===== config.mk =====
export PLATFORM = sky130hd
export DESIGN_NAME = msh_dev_flat
export DESIGN_NICKNAME = d
export VERILOG_FILES = /design/src/core/msh_pkg.sv /design/src/core/msh_if.sv /design/src/core/msh_dev.sv /design/src/flat_wrapper.sv
export SDC_FILE = /design/constraint.sdc
export NUM_CORES = 1
export LEC_CHECK = 0
export ABC_AREA = 1
export BUFFER_PORTS_ARGS = -buffer_cell sky130_fd_sc_hd__buf_2
export CAP_MARGIN = 30
export CORE_MARGIN = 10
export CORE_UTILIZATION = 55
export DETAILED_ROUTE_END_ITERATION = 10
export PLACE_DENSITY = 0.75
export RECOVER_POWER = 50
export SLEW_MARGIN = 15
export SYNTH_ARGS = -nofsm -noshare
export SYNTH_HDL_FRONTEND = slang
export SYNTH_SLANG_ARGS = --single-unit

===== constraint.sdc =====
create_clock -name mclk -period 2.2 [get_ports mclk]
set_input_delay 0.44 -clock mclk [delete_from_list [all_inputs] [get_ports mclk]]
set_output_delay 0.44 -clock mclk [all_outputs]
set_load 0.1 [all_outputs]

===== src/core/msh_pkg.sv =====
// msh_pkg: constants and shared types for the mote serial handshake link.
// assumes a single 20 MHz clock on both ends of the link.
package msh_pkg;
   localparam int unsigned CLK_HZ     = 20_000_000;
   localparam int unsigned CLK_MHZ    = CLK_HZ / 1_000_000;
   localparam int unsigned BAUD       = 9600;
   localparam int unsigned BIT_CYC    = CLK_HZ / BAUD;
   localparam int unsigned HALF_CYC   = BIT_CYC / 2;
   localparam int unsigned STROBE_US  = 125;
   localparam int unsigned STROBE_CYC = STROBE_US * CLK_MHZ;
   localparam int unsigned WAIT_US    = 20_000;
   localparam int unsigned RETRY_US   = 5_000;
   localparam int unsigned WAIT_CYC   = WAIT_US * CLK_MHZ;
   localparam int unsigned RETRY_CYC  = RETRY_US * CLK_MHZ;
   localparam logic [11:0] BIT_LAST   = 12'(BIT_CYC - 1);
   localparam logic [11:0] HALF_LAST  = 12'(HALF_CYC - 1);
   localparam logic [11:0] STB_LAST   = 12'(STROBE_CYC - 1);
   localparam logic [3:0]  FRAME_BITS = 4'ha;
   localparam logic [7:0]  BOOT_TAG   = 8'hb0;
   localparam logic [7:0]  STAMP_TAG  = 8'h71;
   localparam logic [2:0]  STAMP_LAST = 3'h4;
   typedef enum logic [1:0] {SRC_BOOT, SRC_STAMP, SRC_USER} msh_src_t;
endpackage : msh_pkg


===== src/core/msh_if.sv =====
// msh_if: the pins between the mote end and the host end of the link.
// all handshake lines are active low; the bench joins the two modports.
`timescale 1ns/1ps
interface msh_if;
   logic rxd;
   logic txd;
   logic dev_send_request_n;
   logic dev_net_accept_ready_n;
   logic host_accept_ready_n;
   logic time_trig_n;
   modport dev (
      input  rxd,
      output txd,
      output dev_send_request_n,
      output dev_net_accept_ready_n,
      input  host_accept_ready_n,
      input  time_trig_n
   );
   modport host (
      output rxd,
      input  txd,
      input  dev_send_request_n,
      input  dev_net_accept_ready_n,
      output host_accept_ready_n,
      output time_trig_n
   );
endinterface : msh_if


===== src/core/msh_dev.sv =====
// msh_dev: mote-side end of the low-speed serial link with handshakes.
// assumes all pins are synchronous to mclk and the host side keeps its
// accept line and strobe widths as documented.
`timescale 1ns/1ps
module msh_dev #(
   parameter int unsigned WAIT_CYC  = msh_pkg::WAIT_CYC,
   parameter int unsigned RETRY_CYC = msh_pkg::RETRY_CYC
) (
   input  wire logic       mclk,
   input  wire logic       reset_n,
   msh_if.dev              bus,
   input  wire logic       link_up,
   input  wire logic       net_joined,
   input  wire logic [7:0] tx_data,
   input  wire logic       tx_valid,
   input  wire logic       tx_last,
   output logic            tx_ready,
   output logic [7:0]      rx_data,
   output logic            rx_valid,
   input  wire logic       rx_ready
);
   typedef enum logic [1:0] {ST_IDLE, ST_REQ, ST_BACKOFF, ST_SEND}
      msh_dstate_t;

   typedef struct packed {
      msh_dstate_t      st;
      msh_pkg::msh_src_t src;
      logic             rts_n;
      logic             ncts_n;
      logic [23:0]      wait_cnt;
      logic [2:0]       idx;
      logic             done;
      logic             boot_pend;
      logic             link_q;
      logic             stamp_pend;
      logic             trig_q;
      logic [31:0]      stamp;
      logic [31:0]      time_cnt;
      logic [9:0]       tx_sh;
      logic [3:0]       tx_bits;
      logic [11:0]      tx_tmr;
      logic             tx_busy;
      logic             tx_rdy;
      logic             rx_act;
      logic [3:0]       rx_bits;
      logic [11:0]      rx_tmr;
      logic [7:0]       rx_sh;
      logic [1:0][7:0]  buf_q;
      logic [1:0]       cnt;
      logic             rx_vld;
   } msh_dev_t;

   msh_dev_t q;
   msh_dev_t next_q;
   logic     push;
   logic [7:0] load_byte;
   logic     load;

   always_comb begin
      next_q    = q;
      push      = 1'b0;
      load      = 1'b0;
      load_byte = 8'h0;
      next_q.time_cnt = q.time_cnt + 32'h1;
      // a falling edge of the trigger while no stamp is pending latches the time at once
      next_q.trig_q = bus.time_trig_n;
      if (q.trig_q && !bus.time_trig_n && !q.stamp_pend) begin
         next_q.stamp_pend = 1'b1;
         next_q.stamp      = q.time_cnt;
      end
      next_q.link_q = link_up;

      unique case (q.st)
         ST_IDLE: begin
            next_q.wait_cnt = 24'h0;
            next_q.idx      = 3'h0;
            next_q.done     = 1'b0;
            if (q.boot_pend) begin
               next_q.boot_pend = 1'b0;
               next_q.src       = msh_pkg::SRC_BOOT;
               next_q.st        = ST_REQ;
               next_q.rts_n     = 1'b0;
            end else if (q.stamp_pend) begin
               next_q.stamp_pend = 1'b0;
               next_q.src        = msh_pkg::SRC_STAMP;
               next_q.st         = ST_REQ;
               next_q.rts_n      = 1'b0;
            end else if (tx_valid) begin
               next_q.src   = msh_pkg::SRC_USER;
               next_q.st    = ST_REQ;
               next_q.rts_n = 1'b0;
            end
         end
         ST_REQ: begin
            if (!bus.host_accept_ready_n) begin
               next_q.rts_n = 1'b1;
               next_q.st    = ST_SEND;
            end else if (q.wait_cnt == 24'(WAIT_CYC - 1)) begin
               next_q.rts_n    = 1'b1;
               next_q.wait_cnt = 24'h0;
               next_q.st       = ST_BACKOFF;
            end else begin
               next_q.wait_cnt = q.wait_cnt + 24'h1;
            end
         end
         ST_BACKOFF: begin
            if (q.wait_cnt == 24'(RETRY_CYC - 1)) begin
               next_q.rts_n    = 1'b0;
               next_q.wait_cnt = 24'h0;
               next_q.st       = ST_REQ;
            end else begin
               next_q.wait_cnt = q.wait_cnt + 24'h1;
            end
         end
         ST_SEND: begin
            if (!q.tx_busy && q.done) begin
               next_q.st = ST_IDLE;
            end else if (!q.tx_busy) begin
               unique case (q.src)
                  msh_pkg::SRC_BOOT: begin
                     load        = 1'b1;
                     load_byte   = msh_pkg::BOOT_TAG;
                     next_q.done = 1'b1;
                  end
                  msh_pkg::SRC_STAMP: begin
                     load        = 1'b1;
                     next_q.idx  = q.idx + 3'h1;
                     next_q.done = q.idx == msh_pkg::STAMP_LAST;
                     // tag first, then the time most significant byte first
                     if (q.idx == 3'h0) begin
                        load_byte = msh_pkg::STAMP_TAG;
                     end else begin
                        load_byte = q.stamp[8 * (4 - q.idx) +: 8];
                     end
                  end
                  default: begin
                     if (q.tx_rdy && tx_valid) begin
                        load          = 1'b1;
                        load_byte     = tx_data;
                        next_q.tx_rdy = 1'b0;
                        next_q.done   = tx_last;
                     end else begin
                        next_q.tx_rdy = 1'b1;
                     end
                  end
               endcase
            end
         end
      endcase

      // after the state case, so a new link rise wins over the clear
      if (link_up && !q.link_q) begin
         next_q.boot_pend = 1'b1;
      end

      if (q.tx_busy) begin
         if (q.tx_tmr == 12'h0) begin
            next_q.tx_tmr  = msh_pkg::BIT_LAST;
            next_q.tx_sh   = {1'b1, q.tx_sh[9:1]};
            next_q.tx_bits = q.tx_bits - 4'h1;
            next_q.tx_busy = q.tx_bits != 4'h1;
         end else begin
            next_q.tx_tmr = q.tx_tmr - 12'h1;
         end
      end else if (load) begin
         next_q.tx_sh   = {1'b1, load_byte, 1'b0};
         next_q.tx_bits = msh_pkg::FRAME_BITS;
         next_q.tx_tmr  = msh_pkg::BIT_LAST;
         next_q.tx_busy = 1'b1;
      end

      // receiver runs in every state, local commands are never gated
      if (!q.rx_act) begin
         if (!bus.rxd) begin
            next_q.rx_act  = 1'b1;
            next_q.rx_bits = 4'h0;
            next_q.rx_tmr  = msh_pkg::HALF_LAST;
         end
      end else if (q.rx_tmr != 12'h0) begin
         next_q.rx_tmr = q.rx_tmr - 12'h1;
      end else begin
         next_q.rx_tmr  = msh_pkg::BIT_LAST;
         next_q.rx_bits = q.rx_bits + 4'h1;
         if (q.rx_bits == 4'h0) begin
            next_q.rx_act = !bus.rxd;
         end else if (q.rx_bits == 4'h9) begin
            next_q.rx_act = 1'b0;
            push          = bus.rxd;
         end else begin
            next_q.rx_sh = {bus.rxd, q.rx_sh[7:1]};
         end
      end

      // two-entry buffer; a byte arriving while full with no read in the same cycle is dropped, which
      // can happen with local commands too, as the host gates only a net packet's first byte on net ready
      if (q.rx_vld && rx_ready) begin
         next_q.buf_q[0] = q.buf_q[1];
         next_q.cnt      = q.cnt - 2'h1;
      end
      if (push && next_q.cnt != 2'h2) begin
         next_q.buf_q[next_q.cnt[0]] = q.rx_sh;
         next_q.cnt                  = next_q.cnt + 2'h1;
      end
      next_q.rx_vld = next_q.cnt != 2'h0;
      // active low: ready only when joined and a slot is free
      next_q.ncts_n = !(net_joined &&
                        next_q.cnt != 2'h2);
   end

   always_ff @(posedge mclk or negedge reset_n) begin
      if (!reset_n) begin
         q        <= '0;
         q.st     <= ST_IDLE;
         q.src    <= msh_pkg::SRC_USER;
         q.rts_n  <= 1'b1;
         q.ncts_n <= 1'b1;
         q.trig_q <= 1'b1;
         q.link_q <= 1'b0;
         q.tx_sh  <= 10'h3ff;
      end else begin
         q <= next_q;
      end
   end

   assign bus.txd                    = q.tx_sh[0];
   assign bus.dev_send_request_n     = q.rts_n;
   assign bus.dev_net_accept_ready_n = q.ncts_n;
   assign tx_ready                   = q.tx_rdy;
   assign rx_data                    = q.buf_q[0];
   assign rx_valid                   = q.rx_vld;
endmodule : msh_dev


===== src/flat_wrapper.sv =====
// flat-port wrapper written by rule: the top's interface ports become plain ports
module msh_dev_flat 
#(
   parameter int unsigned WAIT_CYC  = msh_pkg::WAIT_CYC,
   parameter int unsigned RETRY_CYC = msh_pkg::RETRY_CYC
)
  (mclk, reset_n, link_up, net_joined, tx_data, tx_valid, tx_last, tx_ready, rx_data, rx_valid, rx_ready, bus_rxd, bus_txd, bus_dev_send_request_n, bus_dev_net_accept_ready_n, bus_host_accept_ready_n, bus_time_trig_n);
  msh_if bus_i ();
  input  wire logic mclk;
  input  wire logic reset_n;
  input  wire logic link_up;
  input  wire logic net_joined;
  input  wire logic [7:0] tx_data;
  input  wire logic tx_valid;
  input  wire logic tx_last;
  output logic tx_ready;
  output logic [7:0] rx_data;
  output logic rx_valid;
  input  wire logic rx_ready;
  input wire logic [$bits(bus_i.rxd)-1:0] bus_rxd;
  output wire logic [$bits(bus_i.txd)-1:0] bus_txd;
  output wire logic [$bits(bus_i.dev_send_request_n)-1:0] bus_dev_send_request_n;
  output wire logic [$bits(bus_i.dev_net_accept_ready_n)-1:0] bus_dev_net_accept_ready_n;
  input wire logic [$bits(bus_i.host_accept_ready_n)-1:0] bus_host_accept_ready_n;
  input wire logic [$bits(bus_i.time_trig_n)-1:0] bus_time_trig_n;
  assign bus_i.rxd = bus_rxd;
  assign bus_txd = bus_i.txd;
  assign bus_dev_send_request_n = bus_i.dev_send_request_n;
  assign bus_dev_net_accept_ready_n = bus_i.dev_net_accept_ready_n;
  assign bus_i.host_accept_ready_n = bus_host_accept_ready_n;
  assign bus_i.time_trig_n = bus_time_trig_n;
  msh_dev #(.WAIT_CYC(WAIT_CYC), .RETRY_CYC(RETRY_CYC)) u_core (.mclk(mclk), .reset_n(reset_n), .bus(bus_i), .link_up(link_up), .net_joined(net_joined), .tx_data(tx_data), .tx_valid(tx_valid), .tx_last(tx_last), .tx_ready(tx_ready), .rx_data(rx_data), .rx_valid(rx_valid), .rx_ready(rx_ready));
endmodule

==> metrics <==
status finished, final reports clean; worst path bufs/invs 2; Worst-path clk slew 70 ps; relative slew slack 31.52%; Reg area 4375 sq um; CP cell instances ha_1 > clkbuf_1 > nand3_1 > buf_4 > nand2_1 > nand2_1 > nor2_1 > a21oi_1; Num CTS Buffers 17; worst r2r dst u_core.q[63]; drt initial violations 444; Worst VDD drop 0.8625 mV; port bufs 30; Post-CTS Setup Bufs 0; Synth Register Bits 174; Post-Syn Nets 1,190; starting density of the core 56.00%; Crit path top cell by count nand2_1; I/O pins 31; die area 22,480 sq um; highest cell delay on the worst timing path 400 ps; Hold Crit Start bus_time_trig_n; CTS Hold Bufs 1; Syn Std Cell Area 9286 sq um; fin area 10,340 sq um; crit share post-route 90.59%; Overflow after GRT 0; maximum operating frequency 0.5018 GHz; cts repair resizes 0; Register-to-Register Path Depth 8; number of global-route vias before repair 7,386; later-pin clock latency in the skew report 430 ps; GR Util All Layers 18.43%; Root Buffer clkbuf_16; Synth Flop Type dfrtp_1; Post-DP Area 9732 sq um; # DRC 0; largest net degree at the start of global routing 57; syn_area_per_cell 8.047 sq um; Placeable Area 16,580 sq um; drt pass-1 iters 5; unrepaired setup endpoints after global routing no; Post-Route Skew 10.27 ps; fillers 1,412; Detailed Route WL 19.84 mm; WP depth 8; total number of vias 7,422; ys async rst share 100.0%; YS warnings 0; CP required 2560 ps; max cap viols 0; Die W 149.9 um; Multi-input gate area 4189 sq um; Hold/Removal Path Class in -> reg; layout cells sized above 1 12.78%; Worst Setup Start Kind flop; Static Leak 4.856 nW; commonest non-fill, non-tap cell in the layout nand2_1; DRT antenna net count 0; Seq/Total Area, Yosys 47.08%; row cnt 47; H-tree depth 4; crit path launch u_core.q[172]; Worst path slowest cell dfrtp_1; CTS Buffer Depth 2; critical path peak fanout 11; DR vias/cell 5.208; Final Critical Period 1993 ps; CTS Sinks 174; wire per inst 13.92 um; Post-synth EDFFs 0; Placer Congestion 0.9652; kind of cell adding the most delay to the critical path simple AND/OR/NAND/NOR gates; WS Path Type reg -> reg; CP endpoint u_core.q[63]; Final Hold Fails 0; power density over the cells 959.3 nW/um^2; Synth top area share 43.12%; r2r setup slk 210 ps; Yosys top cell by area dfrtp_1; area delta synth->final 11.36%; setup violators final 0; setup_tns 0 ps; most frequent cells in the layout nand2_1 (282), dfrtp_1 (159), inv_1 (142); max-slew violations 0; DPL Wire Length 14.17 mm; post-synth cell types 44; post-synthesis cell count 1,154; first-pass GRT wire length 34.45 mm; Least-Margin Pin Slew 1027 ps; largest cells by area after synthesis dfrtp_1 (43%), nand2_1 (11%), inv_1 (5.7%); die height 149.9 um; worst r2r src u_core.q[172]; CTS tree yes; Nets 1,228; Worst Path Arrival 2350 ps; ant diodes 0; initial antenna violation count 0; Worst setup EP type flop
-- metal layers --
layer | global-route usage (%) | routed length (um)
met1 | 24.56 | 9183
met2 | 29.78 | 9467
met3 | 3.714 | 901
met4 | 5.394 | 290
met5 | 0 | 0
-- cells by family (layout without fill, tap and decap cells) --
group | Yosys count | after routing | synth area share, %
compound gates | 158 | 158 | 9.580
buf+inv | 178 | 229 | 7.815
xor+xnor | 57 | 57 | 5.376
mux | 15 | 15 | 1.819
simple gates | 554 | 554 | 25.91
fa+ha+maj | 18 | 18 | 2.425
flops | 174 | 174 | 47.08
-- per-stage QoR --
stage                     cells  hold WS, ps  utilization [%]  total power, mW  setup WS, ps
after CTS                  1425        115.9            62.49            10.01         237.8
after floorplan            1154        144.4                -            5.996         72.09
after global placement     1392        369.1            58.68            6.742         268.8
after detailed placement   1392        373.7            58.68            6.799         241.8
final                      1425        118.7            62.36            9.921         207.0
after global routing       1425        112.4            62.36            10.58         21.46
-- synth_stat cells (2+ instances only) --
cell type / number
nand4_1: 20
nor3_1: 21
nor2_4: 5
a31oi_1: 6
xnor2_1: 7
buf_4: 8
buf_2: 8
buf_6: 2
o22ai_1: 15
o31ai_1: 5
nor2_1: 129
nand3_2: 3
nand2_1: 281
dfstp_2: 14
o21ai_1: 2
o21ai_0: 89
o21ai_2: 9
o211ai_1: 2
dfrtp_1: 160
ha_1: 18
nand3_1: 64
a21oi_1: 26
clkbuf_1: 14
nor2_2: 9
xor2_1: 50
nand2_2: 11
mux2_2: 15
inv_1: 142
clkbuf_2: 2
nor4_1: 3
-- state kept, by name, summed over array words and instances (netlist names) --
signal,flops
u_core.q,161
u_core.rx_data,8
u_core.bus.dev_net_accept_ready_n,1
u_core.bus.dev_send_request_n,1
u_core.bus.txd,1
u_core.rx_valid,1
u_core.tx_ready,1
-- worst min path at each step --
stage                                              endpoint  slack [ps]  cells after the start
after floorplan                               u_core.q[100]         140                      0
after global placement                        u_core.q[153]         370                      1
after detailed placement                      u_core.q[153]         370                      1
after CTS                 u_core.bus.dev_net_accept_ready_n         120                      2
after global routing                          u_core.q[136]         110                      1
final                                         u_core.q[136]         120                      1
-- final cells by class --
| type | instances | share of cell area (%) |
|---|---|---|
| clock buffer | 18 | 4.247 |
| clock inverter | 14 | 1.766 |
| inverter | 144 | 5.227 |
| multi-input combinational | 802 | 40.51 |
| sequential | 174 | 42.31 |
| tap | 220 | 2.662 |
| timing repair buffer | 53 | 3.279 |
-- power breakdown --
part	leakage, nW	switching [mW]	internal (mW)
Sequential	2.22	0.277	3.58
Combinational	2.33	1.95	0.953
Clock	0.299	1.32	1.84
-- worst reg2reg max path: stages (launching register included) --
cell and delay [ps]:
dfrtp_1 400, ha_1 250, clkbuf_1 270, nand3_1 120, buf_4 190, nand2_1 110
nand2_1 280, nor2_1 210, a21oi_1 90
No activity file was read; power rests on OpenSTA's default activity.
